--- src/hdl/dprc_pkg.sv ---
// Constants for the host-side port controller of an asynchronous dual-port RAM.
// Assumes a 250 MHz core clock; all pin timing is counted in core_clk cycles.
package dprc_pkg;
    // Core clock period in picoseconds
    localparam int CLK_PERIOD_PS = 4000;
    // Pin timing figures, nanoseconds, fastest grade
    localparam int WRITE_PULSE_NS = 12;           // Least strobe low time
    localparam int HIGHZ_NS = 10;                 // Outputs turn off after strobe
    localparam int DATA_SETUP_NS = 10;            // Data valid to end of write
    localparam int WRITE_HOLD_NS = 12;            // Strobe low after busy releases
    localparam int ACCESS_NS = 15;                // Read and busy access time
    localparam int WRITE_TO_DATA_NS = 30;         // Port to port delay
    localparam int SEM_WRITE_TO_READ_NS = 5;      // Flag write to read gap
    // Least times round up to whole cycles
    localparam int WRITE_PULSE_CYC = (WRITE_PULSE_NS * 1000 + CLK_PERIOD_PS - 1) / CLK_PERIOD_PS;
    localparam int OE_LOW_PULSE_CYC = ((HIGHZ_NS + DATA_SETUP_NS) * 1000 + CLK_PERIOD_PS - 1)
        / CLK_PERIOD_PS;
    localparam int WRITE_HOLD_CYC = (WRITE_HOLD_NS * 1000 + CLK_PERIOD_PS - 1) / CLK_PERIOD_PS;
    localparam int ACCESS_CYC = (ACCESS_NS * 1000 + CLK_PERIOD_PS - 1) / CLK_PERIOD_PS;
    localparam int SEM_GAP_CYC = (SEM_WRITE_TO_READ_NS * 1000 + CLK_PERIOD_PS - 1)
        / CLK_PERIOD_PS;
    localparam int PORT_DELAY_CYC = (WRITE_TO_DATA_NS * 1000 + CLK_PERIOD_PS - 1)
        / CLK_PERIOD_PS;
    // Width of the timing counter
    localparam int CNT_W = 4;
    // Data width and address width of one port
    localparam int DATA_W = 8;
    localparam int ADDR_W = 16;
    // Request kinds on the user side
    localparam logic [1:0] OP_READ = 2'h0;
    localparam logic [1:0] OP_WRITE = 2'h1;
    localparam logic [1:0] OP_SEM_READ = 2'h2;
    localparam logic [1:0] OP_SEM_WRITE = 2'h3;
endpackage : dprc_pkg

--- src/hdl/dprc_cycle_timer.sv ---
// Down counter that times one phase of a pin cycle.
// Assumes a load pulse carries the phase length; done is high while the count is zero.
module dprc_cycle_timer #(
    parameter int W = dprc_pkg::CNT_W
) (
    input wire logic core_clk,
    input wire logic reset_n,
    input wire logic load,
    input wire logic [W-1:0] load_value,
    output logic done
);
    // Timer state held as one packed struct
    typedef struct packed {
        logic [W-1:0] count;
    } dprc_tmr_t;
    dprc_tmr_t state_reg;
    dprc_tmr_t state_next;

    // Load wins over counting down
    always_comb begin
        state_next = state_reg;
        if (load) begin
            state_next.count = load_value;
        end else if (state_reg.count != '0) begin
            state_next.count = state_reg.count - 1'b1;
        end
    end

    // Synchronous reset to an idle timer
    always_ff @(posedge core_clk) begin
        if (!reset_n) begin
            state_reg <= '0;
        end else begin
            state_reg <= state_next;
        end
    end

    assign done = (state_reg.count == '0);
endmodule : dprc_cycle_timer

--- src/hdl/dprc_host_port.sv ---
// Notes on behaviour
// RULE1 - Enable low flag high selects memory array
// RULE2 - Address changes only with strobe high
// RULE3 - Device writes while enable and strobe low
// RULE4 - Late enable fall keeps device outputs off
// RULE5 - Strobe long enough when output drive low
// RULE6 - No data driven while device drives pins
// RULE7 - Flag read returns value on all lines
// RULE8 - Contended flag goes to exactly one side
// RULE9 - Primary grants earlier stable port first
// RULE10 - Secondary device ignores arbitration set-up
// RULE11 - Busy asserted within access time
// RULE12 - Busy released within delay after mismatch
// RULE13 - Busy follows enable within bounded delay
// RULE14 - Secondary busy input low before write
// RULE15 - Strobe held low after busy returns high
// RULE16 - Written data visible at other port later
// RULE17 - Release to data delay is computed bound
// RULE18 - Low busy blocks the port's writes
// RULE19 - Both busy outputs never low together
//
// Host controller driving one port of an asynchronous dual-port RAM.
// Assumes pins are synchronous to core_clk and the data bus is resolved outside.
module dprc_host_port #(
    parameter int ADDR_W = dprc_pkg::ADDR_W,
    parameter int DATA_W = dprc_pkg::DATA_W
) (
    input wire logic core_clk,
    input wire logic reset_n,
    input wire logic req_valid,
    input wire logic [1:0] req_op,
    input wire logic [ADDR_W-1:0] req_addr,
    input wire logic [DATA_W-1:0] req_wdata,
    output logic req_ready,
    output logic rsp_valid,
    output logic [DATA_W-1:0] rsp_rdata,
    output logic rsp_sem_bad,
    output logic [ADDR_W-1:0] ram_addr,
    output logic ram_port_en_n,
    output logic flag_select_n,
    output logic ram_write_n,
    output logic ram_out_drive_n,
    output logic [DATA_W-1:0] ram_data_out,
    output logic ram_data_oe,
    input wire logic [DATA_W-1:0] ram_data_in,
    input wire logic ram_busy_n
);
    // Controller phases
    typedef enum {
        DPRC_IDLE,
        DPRC_SETUP,
        DPRC_WRITE,
        DPRC_HOLD,
        DPRC_READ,
        DPRC_GAP
    } dprc_phase_t;

    // All controller state in one packed struct
    typedef struct packed {
        dprc_phase_t phase;
        logic [1:0] op;
        logic [ADDR_W-1:0] addr;
        logic [DATA_W-1:0] wdata;
        logic port_en_n;
        logic flag_n;
        logic write_n;
        logic out_drive_n;
        logic data_oe;
        logic ready;
        logic rsp_valid;
        logic [DATA_W-1:0] rdata;
        logic sem_bad;
        logic busy_seen;
    } dprc_state_t;

    dprc_state_t state_reg;
    dprc_state_t state_next;
    logic tmr_load;                              // Start a timed phase
    logic [dprc_pkg::CNT_W-1:0] tmr_value;       // Length of that phase
    logic tmr_done;                              // Phase has run out

    // True for the two semaphore request kinds
    function automatic logic dprc_is_sem(input logic [1:0] op);
        return (op == dprc_pkg::OP_SEM_READ) || (op == dprc_pkg::OP_SEM_WRITE);
    endfunction : dprc_is_sem

    // True for the two write request kinds
    function automatic logic dprc_is_write(input logic [1:0] op);
        return (op == dprc_pkg::OP_WRITE) || (op == dprc_pkg::OP_SEM_WRITE);
    endfunction : dprc_is_write

    // Flag read is good only when every line agrees
    function automatic logic dprc_all_same(input logic [DATA_W-1:0] d);
        return (d == '0) || (d == '1);
    endfunction : dprc_all_same

    dprc_cycle_timer #(
        .W(dprc_pkg::CNT_W)
    ) u_timer (
        .core_clk(core_clk),
        .reset_n(reset_n),
        .load(tmr_load),
        .load_value(tmr_value),
        .done(tmr_done)
    );

    // Next-state logic for the pin sequence
    always_comb begin
        state_next = state_reg;
        state_next.rsp_valid = 1'b0;
        tmr_load = 1'b0;
        tmr_value = '0;
        case (state_reg.phase)
            DPRC_IDLE: begin
                // Address only moves while strobe and enable are high; see RULE2
                if (req_valid && state_reg.ready) begin
                    state_next.op = req_op;
                    state_next.addr = req_addr;
                    state_next.wdata = req_wdata;
                    state_next.ready = 1'b0;
                    state_next.busy_seen = 1'b0;
                    state_next.phase = DPRC_SETUP;
                end
            end
            DPRC_SETUP: begin
                // Select array or flags, held through the cycle; see RULE1
                state_next.port_en_n = dprc_is_sem(state_reg.op);
                state_next.flag_n = !dprc_is_sem(state_reg.op);
                // Output drive high on writes, so the short pulse suffices; see RULE5
                state_next.out_drive_n = dprc_is_write(state_reg.op);
                if (dprc_is_write(state_reg.op)) begin
                    // Strobe falls with the select, so device outputs stay off; see RULE4
                    state_next.write_n = 1'b0;
                    // Device outputs never drove, so data may go out now; see RULE6
                    state_next.data_oe = 1'b1;
                    state_next.phase = DPRC_WRITE;
                    tmr_load = 1'b1;
                    tmr_value = dprc_pkg::CNT_W'(dprc_pkg::WRITE_PULSE_CYC);
                end else begin
                    state_next.phase = DPRC_READ;
                    tmr_load = 1'b1;
                    tmr_value = dprc_pkg::CNT_W'(dprc_pkg::ACCESS_CYC);
                end
            end
            DPRC_WRITE: begin
                // Busy low defers the write; see RULE18
                // Arbiter timing is the device's; busy is obeyed as seen; see RULE9 RULE10 RULE11
                // Only this port's busy is watched, never both sides; see RULE12 RULE13 RULE19
                if (!ram_busy_n) begin
                    state_next.busy_seen = 1'b1;
                    tmr_load = 1'b1;
                    tmr_value = dprc_pkg::CNT_W'(dprc_pkg::WRITE_HOLD_CYC);
                end else if (tmr_done) begin
                    // Array or flag written while its select and strobe were low; see RULE3
                    state_next.write_n = 1'b1;
                    state_next.phase = DPRC_HOLD;
                end
                // Hold time after busy rises is reloaded above; see RULE15
            end
            DPRC_HOLD: begin
                // Release selects one cycle after the strobe rises
                state_next.port_en_n = 1'b1;
                state_next.flag_n = 1'b1;
                state_next.data_oe = 1'b0;
                state_next.phase = DPRC_GAP;
                tmr_load = 1'b1;
                // Later reads see data after the port delay; see RULE16
                // Flag writes are read back after the gap to learn the winner; see RULE8
                // Gap also covers the release-to-data delay after busy; see RULE17
                tmr_value = dprc_is_sem(state_reg.op)
                    ? dprc_pkg::CNT_W'(dprc_pkg::SEM_GAP_CYC)
                    : dprc_pkg::CNT_W'(dprc_pkg::PORT_DELAY_CYC);
                state_next.rsp_valid = 1'b1;
                state_next.sem_bad = 1'b0;
            end
            DPRC_READ: begin
                if (tmr_done) begin
                    state_next.rdata = ram_data_in;
                    // Flag value must show on every data line; see RULE7
                    state_next.sem_bad = dprc_is_sem(state_reg.op) && !dprc_all_same(ram_data_in);
                    state_next.rsp_valid = 1'b1;
                    state_next.port_en_n = 1'b1;
                    state_next.flag_n = 1'b1;
                    state_next.out_drive_n = 1'b1;
                    state_next.phase = DPRC_GAP;
                    tmr_load = 1'b1;
                    tmr_value = dprc_pkg::CNT_W'(1);
                end
            end
            DPRC_GAP: begin
                if (tmr_done) begin
                    state_next.ready = 1'b1;
                    state_next.phase = DPRC_IDLE;
                end
            end
            default: begin
                state_next.phase = DPRC_IDLE;
            end
        endcase
    end

    // Synchronous reset leaves every pin inactive
    always_ff @(posedge core_clk) begin
        if (!reset_n) begin
            state_reg <= '{phase: DPRC_IDLE, op: 2'h0, addr: '0, wdata: '0,
                port_en_n: 1'b1, flag_n: 1'b1, write_n: 1'b1, out_drive_n: 1'b1,
                data_oe: 1'b0, ready: 1'b1, rsp_valid: 1'b0, rdata: '0,
                sem_bad: 1'b0, busy_seen: 1'b0};
        end else begin
            state_reg <= state_next;
        end
    end

    assign req_ready = state_reg.ready;
    assign rsp_valid = state_reg.rsp_valid;
    assign rsp_rdata = state_reg.rdata;
    assign rsp_sem_bad = state_reg.sem_bad;
    assign ram_addr = state_reg.addr;
    assign ram_port_en_n = state_reg.port_en_n;
    assign flag_select_n = state_reg.flag_n;
    assign ram_write_n = state_reg.write_n;
    assign ram_out_drive_n = state_reg.out_drive_n;
    assign ram_data_out = state_reg.wdata;
    assign ram_data_oe = state_reg.data_oe;

    // Address steady while strobe and enable are both low
    a_addr_stable: assert property (@(posedge core_clk) disable iff (!reset_n) // see RULE2
        (!ram_write_n && !ram_port_en_n) |=> $stable(ram_addr))
        else $error("address moved during write");

    // Never both selects low at once
    a_select_excl: assert property (@(posedge core_clk) disable iff (!reset_n) // see RULE1
        !(!ram_port_en_n && !flag_select_n))
        else $error("array and flag selected together");

    // Strobe low only with a select low
    a_strobe_sel: assert property (@(posedge core_clk) disable iff (!reset_n) // see RULE3
        !ram_write_n |-> (!ram_port_en_n || !flag_select_n))
        else $error("strobe low without select");

    // Data driven only with output drive high
    a_no_fight: assert property (@(posedge core_clk) disable iff (!reset_n) // see RULE6
        ram_data_oe |-> ram_out_drive_n)
        else $error("data driven while device may drive");

    // Strobe pulse at least the minimum width
    a_pulse_width: assert property (@(posedge core_clk) disable iff (!reset_n) // see RULE5
        $fell(ram_write_n) |-> !ram_write_n [*3])
        else $error("write pulse too short");

    // Strobe stays low for the hold after busy rises
    a_busy_hold: assert property (@(posedge core_clk) disable iff (!reset_n) // see RULE15
        (!ram_write_n && $rose(ram_busy_n)) |-> !ram_write_n [*3])
        else $error("write hold after busy violated");

    // Strobe held and contention noted while busy stays low
    a_busy_defer: assert property (@(posedge core_clk) disable iff (!reset_n) // see RULE18
        (!ram_write_n && !ram_busy_n) |=> (!ram_write_n && state_reg.busy_seen))
        else $error("write released during contention");
endmodule : dprc_host_port

--- config.mk ---
export PLATFORM = sky130hd
export DESIGN_NAME = dprc_host_port
export DESIGN_NICKNAME = d
export VERILOG_FILES = /design/src/hdl/dprc_pkg.sv /design/src/hdl/dprc_cycle_timer.sv /design/src/hdl/dprc_host_port.sv
export SDC_FILE = /design/constraint.sdc
export NUM_CORES = 1
export LEC_CHECK = 0
export ABC_CLOCK_PERIOD_IN_PS = 3300
export BUFFER_PORTS_ARGS = -buffer_cell sky130_fd_sc_hd__clkbuf_2
export CAP_MARGIN = 20
export CORE_ASPECT_RATIO = 0.5
export CORE_MARGIN = 10
export CORE_UTILIZATION = 54
export DETAILED_ROUTE_END_ITERATION = 8
export GPL_ROUTABILITY_DRIVEN = 0
export PLACE_DENSITY = 0.91
export SLEW_MARGIN = 20
export SYNTH_ARGS = -nofsm -noshare
export SYNTH_HDL_FRONTEND = slang
export SYNTH_SLANG_ARGS = --single-unit
--- constraint.sdc ---
create_clock -name core_clk -period 3.3 [get_ports core_clk]
set_clock_uncertainty 0.1 [all_clocks]
set_input_delay 0.165 -clock core_clk [delete_from_list [all_inputs] [get_ports core_clk]]
set_output_delay 0.165 -clock core_clk [all_outputs]
set_load 0.1 [all_outputs]
==> impl_metrics.tcl, run 1 <==
set metrics [dict create \
    synthArstFlopShare 0 \
    drv_slew 0 \
    ant_nets 0 \
    clk_latency_ns 0.31 \
    wire_per_inst_um 15.9 \
    overflow 0 \
    synth_area_leaders "dfxtp_1 (42%), nand2_1 (12%), buf_4 (10%), a21boi_0 (7.3%), a21boi_2 (3.8%)" \
    postCtsSetupRepairBufs 0 \
    status "finished, violations left" \
    final_util 0.681 \
    hold_buffers 15 \
    syn_area_um2 2360 \
    arrival_ns 2.53 \
    min_period_ns 2.37 \
    layout.filler_cells 297 \
    wl_um 6110 \
    finalCritPeriodShare 0.718 \
    setup_tns_ns 0 \
    synth_cell_type_count 43 \
    ios 78 \
    synth-seq-area-share 0.416 \
    drive_gt1_frac 0.297 \
    ff_latch_area_um2 981 \
    rows 16 \
    synth_top_area_frac 0.416 \
    cap_viol_max_count 0 \
    yosys_register_bits 49 \
    dpl.hpwl_um 4230 \
    multiInputGateArea_um2 1020 \
    startpoint_type "register" \
    die_area_um2 7570 \
    cellPowerDensity_nw_per_um2 592 \
    via_per_inst 5.31 \
    die_y_um 66.7 \
    htreeDepth 2 \
    antenna_found_initial 1 \
    slew_headroom 0.385 \
    rsz0062_at_grt "no" \
    first_pass_iters 7 \
    dpl-instance-area_um2 2470 \
    leakagePower_nw 1.17 \
    tightest_slew_ns 0.923 \
    portBuffers 77 \
    synth-edff-count 0 \
    crit_required_ns 3.46 \
    fin_nets 368 \
    cts_tree "done" \
    final_area_um2 2760 \
    synth_flop_cell "dfxtp_1" \
    cts_root_buf "clkbuf_8" \
    peakVddDrop_uv 250 \
    syn_inst 277 \
    fmax_ghz 0.422 \
    layoutNonFillerInstCount 385 \
    synth.avg_cell_area_um2 8.51 \
    grt_pass1_vias 1952 \
    clockBufferDepth 2 \
    final_common_cell "clkbuf_2" \
    drt-initial-drc-count 161 \
    largest_reg_flops 16 \
    area_growth_syn_to_layout_pct 16.8 \
    grt_usage 0.152 \
    coreArea_um2 4040 \
    grt_pass1_wl_um 9430 \
    vias 2044 \
    path_class "register to register" \
    endpoint_kind "register" \
    worstPathMaxFanout 12 \
    setup_viol 0 \
    dp.cells 359 \
    initial_core_util 0.583 \
    numCtsBuffers 5 \
    grt_max_degree 50 \
    numClockSinks 49 \
    drc 0 \
    die_w_um 113 \
    yosysWarnings 0 \
    violations "negative hold slack" \
    min_path_type "input port to register" \
    hold_viol_final 1 \
    syn_nets 316 \
    synth_top_cell_by_area "dfxtp_1" \
    post_cts_resized 0 \
    clkTransAtPathRegs_ns 0.10 \
    fin_hold_ws_ns -0.00102 \
    final_cell_mix "clkbuf_2 (77), nand2_1 (75), dfxtp_1 (49), a21boi_0 (23), dlygate4sd3_1 (16)" \
]
==> report_power, final <==
| group | leakage, nW | switching, mW | internal [mW] |
|---|---|---|---|
| sequential | 0.400 | 0.0400 | 0.639 |
| clock | 0.0585 | 0.204 | 0.227 |
| combinational | 0.709 | 0.372 | 0.147 |
| total | 1.17 | 0.617 | 1.01 |
==> metal layers <==
metal | track usage | routed length, µm | vias up
met4 | 0.0582 | 110 | 0
li1 | - | - | 1006
met2 | 0.279 | 3040 | 85
met3 | 0.0509 | 479 | 11
met5 | 0 | 0 | -
met1 | 0.161 | 2480 | 942
==> cell usage after synthesis (4+ instances only) <==
| cell | number |
|---|---|
| nand2_1 | 75 |
| dfxtp_1 | 49 |
| buf_4 | 32 |
| a21boi_0 | 23 |
| a21boi_2 | 8 |
| buf_2 | 7 |
| clkbuf_1 | 6 |
| nor2_1 | 6 |
| nor3_1 | 6 |
| o21ai_0 | 6 |
| a21boi_1 | 4 |
| a21oi_1 | 4 |
| buf_6 | 4 |
| inv_1 | 4 |
| nor2b_1 | 4 |
==> path summary, 6_finish.rpt <==
| kind | from | to | slack, ns | cells after the start |
|---|---|---|---|---|
| max | u_timer.state_reg[0]$_SDFFE_PN0P_ | rsp_sem_bad$_SDFFE_PN0P_ | 0.93 | 6 |
| max reg2reg | u_timer.state_reg[0]$_SDFFE_PN0P_ | rsp_sem_bad$_SDFFE_PN0P_ | 0.93 | 6 |
| min reg2reg | ram_addr[3]$_SDFFE_PN0P_ | ram_addr[3]$_SDFFE_PN0P_ | 0.37 | 2 |
| min | req_addr[8] | ram_addr[8]$_SDFFE_PN0P_ | -0.001 | 3 |
==> worst max-delay path, cell delays in order (launching register included) <==
cell      delay (ns)
dfxtp_1         0.35
inv_1           0.07
ha_1            0.19
nor3b_1         0.65
nand3_1         0.53
a211oi_1        0.32
a41o_1          0.12
==> logic make-up (layout without fill, tap and decap cells) <==
| kind of cell | count (synthesis) | in the layout | share of synthesized area |
|---|---|---|---|
| simple gates | 109 | 109 | 0.215 |
| xor+xnor | 2 | 2 | 0.00743 |
| compound gates | 63 | 63 | 0.205 |
| other cells | 0 | 1 | 0 |
| buf+inv | 53 | 106 | 0.152 |
| fa+ha+maj | 1 | 1 | 0.00530 |
| flops | 49 | 49 | 0.416 |
==> final cells by class <==
class                      count  share of cell area
clock buffer                   5              0.0250
timing repair buffer          94               0.202
tap                           54              0.0245
clock inverter                 3              0.0159
antenna                        1            0.000908
multi-input combinational    175               0.370
sequential                    49               0.356
inverter                       4             0.00545
==> through the flow <==
step	setup WS, ns	total power [mW]	hold slack [ns]
global route	0.796	1.70	0.0125
global placement	1.22	1.16	0.289
CTS	1.01	1.62	0.000706
finish	0.931	1.63	-0.00102
detailed placement	1.02	1.19	0.294
floorplan	0.918	1.14	0.200
Power figures use the tool's default switching activity.
==> run 2: changes to the inputs <==
--- a/config.mk
+++ b/config.mk
@@ -5,15 +5,15 @@
 export SDC_FILE = /design/constraint.sdc
 export NUM_CORES = 1
 export LEC_CHECK = 0
-export ABC_CLOCK_PERIOD_IN_PS = 3300
+export ABC_CLOCK_PERIOD_IN_PS = 2350
 export BUFFER_PORTS_ARGS = -buffer_cell sky130_fd_sc_hd__clkbuf_2
 export CAP_MARGIN = 20
 export CORE_ASPECT_RATIO = 0.5
 export CORE_MARGIN = 10
-export CORE_UTILIZATION = 54
+export CORE_UTILIZATION = 50
 export DETAILED_ROUTE_END_ITERATION = 8
 export GPL_ROUTABILITY_DRIVEN = 0
-export PLACE_DENSITY = 0.91
+export PLACE_DENSITY = 0.85
 export SLEW_MARGIN = 20
 export SYNTH_ARGS = -nofsm -noshare
 export SYNTH_HDL_FRONTEND = slang
==> constraint.sdc (replaced) <==
create_clock -name core_clk -period 2.35 [get_ports core_clk]
set_clock_uncertainty 0.1 [all_clocks]
set_input_delay 0.1175 -clock core_clk [delete_from_list [all_inputs] [get_ports core_clk]]
set_output_delay 0.1175 -clock core_clk [all_outputs]
set_load 0.1 [all_outputs]
==> run 2 against run 1 <==
  * Global-route usage down 0.56 points
  * Highest routed layer unchanged
  * First-iteration DRC count rose by 4.3%
  * The flow now finishes without violations
  * Worst hold slack improved by 0.13 ns
  * Clock power is 45% higher
  * Non-clock buffer count rose by 21
==> impl_metrics.tcl, run 2 (synthesis results as in run 1) <==
set metrics [dict create \
    status "complete, no violations" \
    reg2reg_to "u_timer.state_reg[3]$_SDFFE_PN0P_" \
    first_pass_iters 4 \
    path_class "register to register" \
    dp.cells 366 \
    largest_reg_flops 16 \
    final_cell_mix "clkbuf_2 (77), nand2_1 (75), dfxtp_1 (48), dlygate4sd3_1 (34), a21boi_0 (23)" \
    p_total_mw 2.34 \
    dpl.hpwl_um 4150 \
    vias 2088 \
    drive_gt1_frac 0.291 \
    antenna_found_initial 0 \
    cpMaxStageDelayCell "or3b_1" \
    finalCritPeriodShare 0.841 \
    drc 0 \
    leakagePower_nw 1.26 \
    dpl-instance-area_um2 2500 \
    cts_root_buf "clkbuf_8" \
    drv_slew 0 \
    dr_wl_met2_um 2910 \
    wl_met1_um 2310 \
    area_growth_syn_to_layout_pct 25.7 \
    slew_headroom 0.483 \
    wire_per_inst_um 14.3 \
    min_to "ram_write_n$_SDFFE_PN1P_" \
    drt-initial-drc-count 168 \
    antenna_cells 0 \
    numCtsBuffers 5 \
    via_per_inst 5.12 \
    fin_nets 389 \
    die_area_um2 8030 \
    clkTransAtPathRegs_ns 0.09 \
    ios 78 \
    crit_required_ns 2.45 \
    rsz0062_at_grt "no" \
    layoutNonFillerInstCount 408 \
    startpoint_type "register" \
    fmax_ghz 0.506 \
    routed-wl-met3_um 453 \
    final_common_cell "clkbuf_2" \
    post_cts_resized 0 \
    cts_tree "done" \
    final_area_um2 2960 \
    numClockSinks 49 \
    worstPathMaxFanout 13 \
    peakVddDrop_uv 394 \
    hold_depth 3 \
    cap_viol_max_count 0 \
    min_path_type "input port to register" \
    grt_max_degree 50 \
    ant_nets 0 \
    path_cells "inv_1, ha_1, or3b_1, nor3_4, buf_4, o32ai_1, o311a_1" \
    holdCritStartpoint "ram_busy_n" \
    r2r_start "u_timer.state_reg[0]$_SDFFE_PN0P_" \
    coreArea_um2 4470 \
    die_y_um 68.6 \
    wl_um 5820 \
    r2r_cells 7 \
    final_util 0.664 \
    setup_viol 0 \
    endpoint_kind "register" \
    hold_viol_final 0 \
    htreeDepth 2 \
    die_w_um 117 \
    clockBufferDepth 2 \
    cellPowerDensity_nw_per_um2 790 \
    grt_pass1_vias 2090 \
    rows 17 \
    arrival_ns 2.08 \
    min_period_ns 1.98 \
    setup_tns_ns 0 \
    tightest_slew_ns 0.776 \
    grt_usage 0.146 \
    critPathMaxStageDelay_ns 0.50 \
    initial_core_util 0.528 \
    grt_pass1_wl_um 9400 \
    portBuffers 77 \
    top_layer "met4" \
    r2r_slack_ns 0.37 \
    clk_latency_ns 0.30 \
    overflow 0 \
]
[run 2: worst max path at each step]
stage / startpoint / endpoint / slack [ns] / depth (start not counted)
2_1_floorplan: req_ready$_SDFFE_PN1P_ / req_ready$_SDFFE_PN1P_ / 0.34 / 6
3_3_place_gp: u_timer.state_reg[0]$_SDFFE_PN0P_ / u_timer.state_reg[3]$_SDFFE_PN0P_ / 0.47 / 7
3_5_place_dp: u_timer.state_reg[0]$_SDFFE_PN0P_ / u_timer.state_reg[3]$_SDFFE_PN0P_ / 0.39 / 7
4_1_cts: u_timer.state_reg[0]$_SDFFE_PN0P_ / u_timer.state_reg[3]$_SDFFE_PN0P_ / 0.38 / 7
5_1_grt: u_timer.state_reg[0]$_SDFFE_PN0P_ / ram_out_drive_n$_SDFFE_PN1P_ / 0.25 / 7
6_report: u_timer.state_reg[0]$_SDFFE_PN0P_ / u_timer.state_reg[3]$_SDFFE_PN0P_ / 0.37 / 7
[run 2: power by group]
group	internal, mW	switching (mW)
clock	0.346	0.282
sequential	0.898	0.0529
combinational	0.242	0.521
[run 2: routing by layer]
layer,global-route usage,vias to the layer above
met5,0,-
met4,0.0627,0
met3,0.0448,13
met2,0.269,69
met1,0.157,964
li1,-,1042
[run 2: layout make-up]
cell class,count,area (µm²)
fillers,349,1500
multi-input cells,175,1020
flip-flops and latches,49,982
repair buffers,115,756
clock buffers,6,82.6
well taps,57,71.3
clock inverters,2,37.5
inverters,4,15.0
[run 2: worst max-delay path, delay by kind of cell (launching register included)]
| family | cells | cell delay (ns) |
|---|---|---|
| AND/OR/NAND/NOR | 2 | 0.73 |
| buffers and inverters | 2 | 0.28 |
| AO/OA/AOI/OAI | 2 | 0.24 |
| adder cells (fa/ha/maj) | 1 | 0.19 |
| flip-flops | 1 | 0.34 |
[run 2: metrics by stage]
stage | worst slack [ns] | hold slack, ns
floorplan | 0.341 | 0.152
global placement | 0.468 | 0.240
detailed placement | 0.388 | 0.246
CTS | 0.383 | 0.122
global route | 0.248 | 0.242
finish | 0.374 | 0.129
[run 2: what timing repair did]
item | in CTS | in global routing
endpoints found under the setup margin | 0 | 0
hold buffers | 34 | 0
hold endpoints to repair | 34 | 0
setup buffers | 0 | 0
